--- src/logic/usm_pkg.sv ---
// Package for the synchronous master serial port: map, fields, states, carriers
package usm_pkg;

   // Register indices on the plain register port
   localparam logic [3:0] OFF_RECEIVE_STATUS = 4'h0;
   localparam logic [3:0] OFF_TRANSMIT_STATUS = 4'h1;
   localparam logic [3:0] OFF_BAUD_CONTROL = 4'h2;
   localparam logic [3:0] OFF_RATE_LOW = 4'h3;
   localparam logic [3:0] OFF_RATE_HIGH = 4'h4;
   localparam logic [3:0] OFF_TRANSMIT_BUFFER = 4'h5;
   localparam logic [3:0] OFF_RECEIVE_BUFFER = 4'h6;
   localparam logic [3:0] OFF_FLAGS = 4'h7;
   localparam logic [3:0] OFF_IRQ_ENABLES = 4'h8;

   // Receive status fields
   localparam int RS_PORT_ENABLE = 7;
   localparam int RS_NINTH_ENABLE = 6;
   localparam int RS_SINGLE = 5;
   localparam int RS_CONTINUOUS = 4;
   localparam int RS_OVERRUN = 1;
   localparam int RS_NINTH_BIT = 0;

   // Transmit status fields
   localparam int TS_CLOCK_SOURCE = 7;
   localparam int TS_NINTH_ENABLE = 6;
   localparam int TS_ENABLE = 5;
   localparam int TS_SYNC = 4;
   localparam int TS_SHIFT_EMPTY = 1;
   localparam int TS_NINTH_BIT = 0;

   // Baud control fields
   localparam int BC_POLARITY = 4;
   localparam int BC_WIDE = 3;

   // Flag and enable fields
   localparam int FL_RECEIVE = 1;
   localparam int FL_TRANSMIT = 0;

   // Reset values
   localparam logic [7:0] RST_BYTE = 8'h00;
   localparam logic [8:0] RST_SHIFT = 9'h000;
   localparam logic [15:0] RST_COUNT = 16'h0000;
   localparam logic [3:0] RST_BITS = 4'h0;

   // Word lengths in bits
   localparam logic [3:0] BITS_EIGHT = 4'h8;
   localparam logic [3:0] BITS_NINE = 4'h9;

   typedef enum logic [3:0] {
      ST_IDLE = 4'b0001,
      ST_LOAD = 4'b0010,
      ST_TX = 4'b0100,
      ST_RX = 4'b1000
   } usm_state_e_t;

   typedef struct packed {
      logic [3:0] addr;
      logic [7:0] wdata;
      logic wr;
      logic rd;
   } usm_bus_req_t;

   typedef struct packed {
      logic serial_clock_pin_o;
      logic serial_clock_pin_oe_n;
      logic serial_data_pin_o;
      logic serial_data_pin_oe_n;
   } usm_pin_out_t;

endpackage

--- src/logic/usm_top.sv ---
// Synchronous master serial port: registers, rate generator, shifter, pins
//
// Functional notes
// - Clock-source bit 7 of transmit status selects master, device makes clock.
// - Half duplex: transmitting blocks reception, receiving blocks transmission.
// - Sync bit 4 of transmit status selects synchronous operation.
// - Port enable bit 7 of receive status turns pins into clock and data.
// - Device drives the serial clock line; the peripheral never drives it.
// - Polarity bit 4 of baud control sets clock idle level high or low.
// - Shift register reloads from buffer only after last bit, at once if full.
// - Transmit flag sets regardless of enable, clears only by buffer write.
// - Transmit interrupt request passes only while its enable is set.
// - Read-only shift-empty bit 1 shows empty shifter, raises no interrupt.
// - Transmit shift register is not visible to software at all.
// - Bit clock from rate bytes; wide mode decides whether high byte is used.
// - Nine-bit transmission sends the ninth bit field as the last bit.
// - With transmit enable set, a buffer write starts a transfer.
// - Single or continuous receive enable, bits 5 and 4, enables reception.
// - Data line sampled on each clock edge back to the idle level during reception.
// - Single gets one word, continuous runs until cleared and wins over single.
// - Receive flag sets on complete word; interrupt only if its enable set.
// - Data byte read from receive buffer, ninth bit and errors from status.
// - Clearing continuous enable clears a pending receive error.
//
// Strobed register access and the placing of the registers are this design's own decisions.
`timescale 1ns/10ps
module usm_top (
   // Clock and reset
   input wire logic ref_clk_i,
   input wire logic rstn_i,
   // Register port
   input wire usm_pkg::usm_bus_req_t bus_i,
   output logic [7:0] rdata_o,
   // Serial pins
   output usm_pkg::usm_pin_out_t pin_o,
   input wire logic serial_data_pin_i,
   // Interrupt requests
   output logic tx_irq_o,
   output logic rx_irq_o
);
   import usm_pkg::*;

   typedef struct packed {
      usm_state_e_t state;
      logic [7:0] receive_status;
      logic [7:0] transmit_status;
      logic [7:0] baud_control;
      logic [7:0] rate_low;
      logic [7:0] rate_high;
      logic [7:0] transmit_buffer;
      logic buffer_full;
      logic [7:0] receive_buffer;
      logic receive_flag;
      logic [7:0] irq_enables;
      logic [8:0] shift;
      logic [3:0] bit_count;
      logic phase;
      logic [15:0] count;
      logic sync1;
      logic sync2;
      logic sync3;
      logic data_in;
      logic [7:0] rdata;
      usm_pin_out_t pins;
      logic tx_irq;
      logic rx_irq;
   } usm_regs_t;

   usm_regs_t q;
   usm_regs_t d;

   function automatic logic hit(input usm_bus_req_t b, input logic [3:0] off);
      hit = (b.addr == off);
   endfunction

   logic active;
   logic polarity;
   logic [15:0] divisor;
   logic tick;
   logic rx_wanted;
   logic [3:0] word_bits;
   logic last_bit;
   logic [8:0] rx_shift;
   logic [7:0] status_rd;

   always_comb begin
      active = q.receive_status[RS_PORT_ENABLE] & q.transmit_status[TS_SYNC]
         & q.transmit_status[TS_CLOCK_SOURCE];
      polarity = q.baud_control[BC_POLARITY];
      // wide mode adds the high byte
      divisor = q.baud_control[BC_WIDE] ? {q.rate_high, q.rate_low} : {8'h00, q.rate_low};
      tick = (q.count == RST_COUNT);
      rx_wanted = q.receive_status[RS_SINGLE] | q.receive_status[RS_CONTINUOUS];
      word_bits = BITS_EIGHT;
      if (q.state == ST_RX) begin
         if (q.receive_status[RS_NINTH_ENABLE]) begin
            word_bits = BITS_NINE;
         end
      end else if (q.transmit_status[TS_NINTH_ENABLE]) begin
         word_bits = BITS_NINE;
      end
      last_bit = (q.bit_count == word_bits - 4'h1);
      rx_shift = {q.data_in, q.shift[8:1]};
      status_rd = q.transmit_status;
      // shift-empty is live state, not stored
      status_rd[TS_SHIFT_EMPTY] = !(q.state == ST_LOAD || q.state == ST_TX);
   end

   always_comb begin
      d = q;
      d.rdata = RST_BYTE;

      // Three-stage input, change counts when the last two agree
      d.sync1 = serial_data_pin_i;
      d.sync2 = q.sync1;
      d.sync3 = q.sync2;
      if (q.sync2 == q.sync3) begin
         d.data_in = q.sync3;
      end

      // Register reads; shift register has no address
      // transmit shifter unmapped
      if (bus_i.rd) begin
         if (hit(bus_i, OFF_RECEIVE_STATUS)) begin
            // ninth bit and error from status
            d.rdata = q.receive_status;
         end else if (hit(bus_i, OFF_TRANSMIT_STATUS)) begin
            d.rdata = status_rd;
         end else if (hit(bus_i, OFF_BAUD_CONTROL)) begin
            d.rdata = q.baud_control;
         end else if (hit(bus_i, OFF_RATE_LOW)) begin
            d.rdata = q.rate_low;
         end else if (hit(bus_i, OFF_RATE_HIGH)) begin
            d.rdata = q.rate_high;
         end else if (hit(bus_i, OFF_TRANSMIT_BUFFER)) begin
            d.rdata = q.transmit_buffer;
         end else if (hit(bus_i, OFF_RECEIVE_BUFFER)) begin
            d.rdata = q.receive_buffer;
            d.receive_flag = 1'b0;
         end else if (hit(bus_i, OFF_FLAGS)) begin
            d.rdata[FL_RECEIVE] = q.receive_flag;
            d.rdata[FL_TRANSMIT] = !q.buffer_full;
         end else if (hit(bus_i, OFF_IRQ_ENABLES)) begin
            d.rdata = q.irq_enables;
         end
      end

      // Register writes; flags register ignores writes
      if (bus_i.wr) begin
         if (hit(bus_i, OFF_RECEIVE_STATUS)) begin
            d.receive_status[7:4] = bus_i.wdata[7:4];
            if (!bus_i.wdata[RS_CONTINUOUS]) begin
               d.receive_status[RS_OVERRUN] = 1'b0;
            end
         end else if (hit(bus_i, OFF_TRANSMIT_STATUS)) begin
            d.transmit_status[7:4] = bus_i.wdata[7:4];
            d.transmit_status[TS_NINTH_BIT] = bus_i.wdata[TS_NINTH_BIT];
         end else if (hit(bus_i, OFF_BAUD_CONTROL)) begin
            d.baud_control[BC_POLARITY] = bus_i.wdata[BC_POLARITY];
            d.baud_control[BC_WIDE] = bus_i.wdata[BC_WIDE];
         end else if (hit(bus_i, OFF_RATE_LOW)) begin
            d.rate_low = bus_i.wdata;
         end else if (hit(bus_i, OFF_RATE_HIGH)) begin
            d.rate_high = bus_i.wdata;
         end else if (hit(bus_i, OFF_IRQ_ENABLES)) begin
            d.irq_enables[FL_RECEIVE] = bus_i.wdata[FL_RECEIVE];
            d.irq_enables[FL_TRANSMIT] = bus_i.wdata[FL_TRANSMIT];
         end
      end

      // Rate counter: reload each half bit, halted between words
      if (q.state == ST_TX || q.state == ST_RX) begin
         d.count = tick ? divisor : q.count - 16'h0001;
      end else begin
         d.count = divisor;
      end

      unique case (q.state)
         ST_IDLE: begin
            d.pins.serial_clock_pin_o = polarity;
            d.phase = 1'b0;
            d.bit_count = RST_BITS;
            if (active) begin
               // reception has priority when enabled, blocks transmission
               if (rx_wanted) begin
                  d.state = ST_RX;
               // a written buffer starts a transfer
               end else if (q.buffer_full && q.transmit_status[TS_ENABLE]) begin
                  d.state = ST_LOAD;
               end
            end
         end
         ST_LOAD: begin
            d.shift = {q.transmit_status[TS_NINTH_BIT], q.transmit_buffer};
            d.buffer_full = 1'b0;
            d.pins.serial_data_pin_o = q.transmit_buffer[0];
            d.bit_count = RST_BITS;
            d.phase = 1'b0;
            d.state = ST_TX;
         end
         ST_TX: begin
            if (tick) begin
               d.phase = !q.phase;
               if (!q.phase) begin
                  d.pins.serial_clock_pin_o = !polarity;
               end else begin
                  d.pins.serial_clock_pin_o = polarity;
                  d.shift = {1'b0, q.shift[8:1]};
                  d.pins.serial_data_pin_o = q.shift[1];
                  d.bit_count = q.bit_count + 4'h1;
                  if (last_bit) begin
                     // reload only after the last bit
                     if (active && q.buffer_full && q.transmit_status[TS_ENABLE]
                        && !rx_wanted) begin
                        d.state = ST_LOAD;
                     end else begin
                        d.state = ST_IDLE;
                     end
                  end
               end
            end
         end
         ST_RX: begin
            if (tick) begin
               d.phase = !q.phase;
               if (!q.phase) begin
                  d.pins.serial_clock_pin_o = !polarity;
               end else begin
                  // sample at the edge back to idle
                  d.pins.serial_clock_pin_o = polarity;
                  d.shift = rx_shift;
                  d.bit_count = q.bit_count + 4'h1;
                  if (last_bit) begin
                     d.bit_count = RST_BITS;
                     d.receive_buffer = q.receive_status[RS_NINTH_ENABLE] ?
                        rx_shift[7:0] : rx_shift[8:1];
                     d.receive_status[RS_NINTH_BIT] =
                        q.receive_status[RS_NINTH_ENABLE] & rx_shift[8];
                     // Unread word overwritten counts as an overrun
                     if (q.receive_flag) begin
                        d.receive_status[RS_OVERRUN] = 1'b1;
                     end
                     // flag on complete word, beats a same-cycle read
                     d.receive_flag = 1'b1;
                     if (!d.receive_status[RS_CONTINUOUS]) begin
                        // single clears itself and clock stops
                        d.receive_status[RS_SINGLE] = 1'b0;
                        d.state = ST_IDLE;
                     end
                  end
               end
            end
         end
         default: begin
            d.state = ST_IDLE;
         end
      endcase

      // Port leaving master mode abandons any word in flight
      if (!active) begin
         d.state = ST_IDLE;
         d.pins.serial_clock_pin_o = polarity;
      end

      // Transmit buffer write; refills the flag even during a load
      if (bus_i.wr && hit(bus_i, OFF_TRANSMIT_BUFFER)) begin
         // only a buffer write clears the flag
         d.transmit_buffer = bus_i.wdata;
         d.buffer_full = 1'b1;
      end

      // pins become clock and data only when enabled
      // clock line always driven in master mode
      d.pins.serial_clock_pin_oe_n = !active;
      // Data line released while receiving so the slave can drive it
      d.pins.serial_data_pin_oe_n = !(active && (d.state == ST_TX || d.state == ST_LOAD));

      // transmit request gated by its enable
      d.tx_irq = !d.buffer_full & d.irq_enables[FL_TRANSMIT];
      // receive request gated by its enable
      d.rx_irq = d.receive_flag & d.irq_enables[FL_RECEIVE];
   end

   always_ff @(posedge ref_clk_i) begin
      if (!rstn_i) begin
         q.state <= ST_IDLE;
         q.receive_status <= RST_BYTE;
         q.transmit_status <= RST_BYTE;
         q.baud_control <= RST_BYTE;
         q.rate_low <= RST_BYTE;
         q.rate_high <= RST_BYTE;
         q.transmit_buffer <= RST_BYTE;
         q.buffer_full <= 1'b0;
         q.receive_buffer <= RST_BYTE;
         q.receive_flag <= 1'b0;
         q.irq_enables <= RST_BYTE;
         q.shift <= RST_SHIFT;
         q.bit_count <= RST_BITS;
         q.phase <= 1'b0;
         q.count <= RST_COUNT;
         q.sync1 <= 1'b0;
         q.sync2 <= 1'b0;
         q.sync3 <= 1'b0;
         q.data_in <= 1'b0;
         q.rdata <= RST_BYTE;
         q.pins.serial_clock_pin_o <= 1'b0;
         q.pins.serial_clock_pin_oe_n <= 1'b1;
         q.pins.serial_data_pin_o <= 1'b0;
         q.pins.serial_data_pin_oe_n <= 1'b1;
         q.tx_irq <= 1'b0;
         q.rx_irq <= 1'b0;
      end else begin
         q <= d;
      end
   end

   assign rdata_o = q.rdata;
   assign pin_o = q.pins;
   assign tx_irq_o = q.tx_irq;
   assign rx_irq_o = q.rx_irq;

endmodule

--- config.mk ---
export PLATFORM = sky130hd
export DESIGN_NAME = usm_top
export DESIGN_NICKNAME = d
export VERILOG_FILES = /design/src/logic/usm_pkg.sv /design/src/logic/usm_top.sv
export SDC_FILE = /design/constraint.sdc
export NUM_CORES = 1
export LEC_CHECK = 0
export ABC_CLOCK_PERIOD_IN_PS = 1800
export CAP_MARGIN = 0
export CORE_MARGIN = 5
export CORE_UTILIZATION = 57
export CTS_BUF_LIST = sky130_fd_sc_hd__clkbuf_4 sky130_fd_sc_hd__clkbuf_8 sky130_fd_sc_hd__clkbuf_16
export DETAILED_ROUTE_END_ITERATION = 10
export DONT_BUFFER_PORTS = 1
export GPL_ROUTABILITY_DRIVEN = 1
export PLACE_DENSITY = 0.82
export REMOVE_ABC_BUFFERS = 1
export SKIP_CTS_REPAIR_TIMING = 1
export SYNTH_ARGS = -nofsm -noshare
export SYNTH_HDL_FRONTEND = slang
export SYNTH_SLANG_ARGS = --single-unit
--- constraint.sdc ---
create_clock -name ref_clk_i -period 1.8 [get_ports ref_clk_i]
set_input_delay 0.09 -clock ref_clk_i [delete_from_list [all_inputs] [get_ports ref_clk_i]]
set_output_delay 0.09 -clock ref_clk_i [all_outputs]
set_load 0.05 [all_outputs]
== Yosys cells after proc, flatten, opt, wreduce, memory -nomap -nowiden ==
Index checks and enable logic that the tools add are counted.
Storage, ports and cells
  bits in registers: 101
  bits of input ports: 17
  output and inout port bits: 14
Cells by class
  $add $sub $neg: 3
  equal/unequal tests: 22
  muxes and demuxes: 79
  bitwise operators: 11
  reductions and logical operators: 38
Operators by type and width (number)
  8-bit two-way mux: 8
  16-bit two-way mux: 3
  4-bit two-way mux: 12
  2-bit two-way mux: 16
  1-bit two-way mux: 30
  14-bit two-way mux: 2
  9-bit one-hot mux with 3 select lines: 1
  13-bit two-way mux: 2
  4-bit by 3-bit == test with 1-bit output, second input constant: 6
  4-bit by 2-bit == test with 1-bit output, second input constant: 4
  16-bit logical NOT: 1
  4-bit one-hot mux with 4 select lines: 1
  16-bit by 1-bit subtractor with 16-bit output, second input constant: 1
  5-bit one-hot mux with 3 select lines: 1
  5-bit AND reduction: 3
  3-bit AND reduction: 3
  4-bit by 1-bit == test with 1-bit output, second input constant: 2
  4-bit == test, second input constant: 2
  1-bit logical NOT: 8
  2-bit inequality test, second input constant: 4
  4-bit AND reduction: 2
  1-bit logical AND: 6
  6-bit two-way mux: 1
  3-bit by 2-bit inequality test with 1-bit output, second input constant: 2
  17 further kinds: 32

== Logic depth before layout (Yosys ltp) ==
  depth in word-level cells: 15
  depth in mapped cells: 8
  gate-level depth less buffers: 7

== Worst setup path before layout ==
OpenSTA, ideal clock, no wires.
  kind: register -> register
  start point: register q[117] (netlist name)
  end point: register q (netlist bit pin_o[0])
  library setup time: 0.122 ns
  arrival time: 1.828 ns
  required time: 1.678 ns
  setup slack: -0.150 ns
  stages on the path, launching flop included: 7
  buffers on the path: 1
  path through: dfxtp_1 > buf_2 > nor4b_4 > mux2i_1 > mux2_2 > a31o_2 > nand3b_1
Between the ends
  cells in the longest elaborated chain, start to end: 13
Ends and longest elaborated chain
  from (decl): RTL line usm_top.sv:69  | usm_regs_t q;
  4-bit == test: RTL line usm_top.sv:95, usm_top.sv:178
  4-bit two-way mux: RTL line usm_top.sv:95  | if (q.state == ST_RX) begin
  4-bit by 1-bit subtractor with 4-bit output: RTL line usm_top.sv:102  | last_bit = (q.bit_count == word_bits - 4'h1);
  4-bit == test: RTL line usm_top.sv:102
  4-bit two-way mux, on equally long branches: RTL line usm_top.sv:233, usm_top.sv:211
  4-bit two-way mux, on equally long branches: RTL line usm_top.sv:226, usm_top.sv:204
  4-bit two-way mux, on equally long branches: RTL line usm_top.sv:224, usm_top.sv:202
  4-bit one-hot mux with 4 select lines (*): RTL line usm_top.sv:178  | unique case (q.state)
  4-bit two-way mux (*): RTL line usm_top.sv:260  | if (!active) begin
  4-bit by 3-bit == test with 1-bit output / 4-bit by 2-bit == test with 1-bit output (equally long branches): RTL line usm_top.sv:276  | d.pins.serial_data_pin_oe_n = !(active && (d.state == ST_TX || d.state == ST_LOAD));
  1-bit logical OR (*): RTL line usm_top.sv:276
  1-bit logical AND (*): RTL line usm_top.sv:276
  1-bit logical NOT (*): RTL line usm_top.sv:276
Mark *: on every way between the ends. The rest lies on a longest branch, timed or not.
A chain may end at the register's enable or synchronous reset.

== Worst setup path in the final report ==
  start point: register q[31] (netlist name)
  end point: register q[63] (netlist name)
Between the ends
  cells in the longest elaborated chain, start to end: 2
Ends and longest elaborated chain
  16-bit logical NOT: RTL line usm_top.sv:92  | tick = (q.count == RST_COUNT);
  4-bit AND reduction (no line)
No other way between the ends.

==> impl_metrics.ini <==
[clocking]
cts_sinks = 100
cts.htree.levels = 3
clkLatencyLatePin_ps = 380
clk_pin_slew_ps = 110
cts_made_buffers = 9
cts_max_path_buffers = 2
cts-root-buf = clkbuf_8
cts_tree = done

[routing]
drc = 0
post_drt_wl_per_cell_um = 21.3
viasPerCell = 6.40
drt_wl_total_um = 15200
vias = 4574
dr.pass1.iters = 5
drt_iter0_drc = 368
antenna_left = 0

[sta]
drv_slew = 0
skew_ps = 14.9
fin_ws_ps = -227
min_period_ps = 2030
hold_violations = 0
slew_headroom_pct = 65.0
finalSetupViolations = 46
max_clock_freq_mhz = 493
period_share_pct = 113
rsz0062_at_grt = true
worstMarginPinSlew_ps = 524

[critical_path]
crit_fanout = 5
cp-start-kind = flop
critical-path-slowest-cell = dfxtp_1
critPathMaxStageDelay_ps = 400
crit_path_end_kind = flop
cp_top_family = simple AND/OR/NAND/NOR gates
cp_num_buf_inv = 1
required_ps = 2090
cp_data_arrival_time_ps = 2320
crit_type = flop to flop
cp_cell_sequence = nor4b_1 > nand3_1 > or2_2 > nor3_2 > buf_4 > mux2i_1

[yosys]
synth_cells = 562
yosysWarnings = 0
synth_top_area_share_pct = 40.6
synth_ff_type = dfxtp_1
synth-edff-count = 0
synth.area.top_cells = dfxtp_1 41%, mux2i_1 11%, nor2_1 5.5%
synth_top_area_cell = dfxtp_1
ys_seq_area_share_pct = 40.6
ys_seq_elements = 100
synth.avg_cell_area_um2 = 8.77
synthArstFlopShare_pct = 0
synth_cell_types = 65
synth_area_um2 = 4930

[die]
io_pins = 31
initial_core_util_pct = 57.6
die_y_um = 103
dieArea_um2 = 10600
row_count = 34
coreArea_um2 = 8550
die_w_um = 103

[placed_design]
place_congestion = 0.948
placed_area_um2 = 5220
numPortBuffers = 0
hpwl_um = 9820
preCtsSetupSlack_ps = -194
dp.cells = 671

[cells_and_area]
layout_common_cells = 94 x dfxtp_1, 71 x nor2_1, 53 x buf_4
num-nets-final = 623
multi_input_area_um2 = 2880
utilization_pct = 70.0
final_common_cell = dfxtp_1
syn2layout_area_growth_pct = 21.5
regArea_um2 = 2010
drive_gt1_share_pct = 25.2
final_area_um2 = 5990
fillers = 619
fin_cells = 715
diodes = 0

[global_route]
gr-total-overflow = 0
grt_pass1_vias = 4154
grt_antenna_before_repair = 0
grt_pass1_wl_um = 21700
grt_max_degree = 32
grt_usage_pct = 26.6

[run_status]
status = finished with violations
violations = setup timing

[power_and_ir_drop]
total_leakage_power_nw = 2.26
peakVddDrop_v = 0.000501
powerDensity_nw_per_um2 = 642
design_power_total_mw = 3.84

[flow_run]
drv_cap = 0

[worst_hold_path]
hp-class = primary input to flop
per-stage QoR:
stage          TNS, ps  hold slack (ps)
2_1_floorplan   -18030              169
3_3_place_gp      -593              180
3_5_place_dp     -3850              177
4_1_cts          -4780             -220
5_1_grt          -7520             24.9
6_report         -4610             20.7
worst paths after layout:
check,startpoint,endpoint,slack (ps),cells after the start
max,q[31],q[63],-230,6
min,rstn_i,q[67],20,2
max reg2reg,q[31],q[63],-230,6
min reg2reg,d[16],d[15],450,1
where the power goes:
| part | total, mW | internal, mW | switching [mW] |
|---|---|---|---|
| logic | 0.256 | 0.111 | 0.145 |
| clock network | 1.34 | 0.510 | 0.828 |
| registers | 2.25 | 2.22 | 0.0247 |
cells by family (layout without fill, tap and decap cells):
| logic type | Yosys count | count (layout) | synth area share (%) |
|---|---|---|---|
| AOI/OAI and AO/OA | 113 | 113 | 15.8 |
| xor gates and xnor gates | 16 | 16 | 2.84 |
| adders and majority gates | 3 | 3 | 0.762 |
| buffers and inverters | 60 | 105 | 6.02 |
| DFF | 100 | 100 | 40.6 |
| muxes | 57 | 57 | 11.8 |
| and+or+nand+nor | 213 | 213 | 22.1 |
cells in the mapped netlist, types with 4 or more instances:
cell type,instances
a211oi_1,8
a21oi_1,24
a311oi_1,7
and2_1,6
buf_2,9
buf_4,14
clkbuf_1,24
dfxtp_1,100
inv_1,10
mux2_2,4
mux2i_1,52
nand2_1,50
nand2b_1,8
nand3_1,21
nand4_1,8
nor2_1,72
nor2b_1,6
nor3_1,10
nor4b_1,7
o211ai_1,8
o21ai_0,29
xnor2_1,10
xor2_1,6
state kept, by name, summed over array words and instances (netlist names):
| name | cells |
|---|---|
| d | 2 |
| pin_o | 4 |
| polarity | 1 |
| q | 83 |
| rdata_o | 8 |
| rx_irq_o | 1 |
| tx_irq_o | 1 |
layer usage:
metal  global-route usage, %  wire length (um)  vias up
li1                        -                 -     2075
met1                    33.8              6100     2216
met2                    43.3              7490      242
met3                    7.37              1170       41
met4                    9.36               441        0
met5                       0                 0        -
area by class of cell:
class / count / area share, %
Tap cell: 108 / 2.26
Inverter: 11 / 0.690
Timing Repair Buffer: 79 / 12.5
Clock buffer: 9 / 2.07
Sequential cell: 100 / 33.7
Multi-Input combinational cell: 402 / 48.0
Clock inverter: 6 / 0.794
Power figures use the tool's default switching activity.
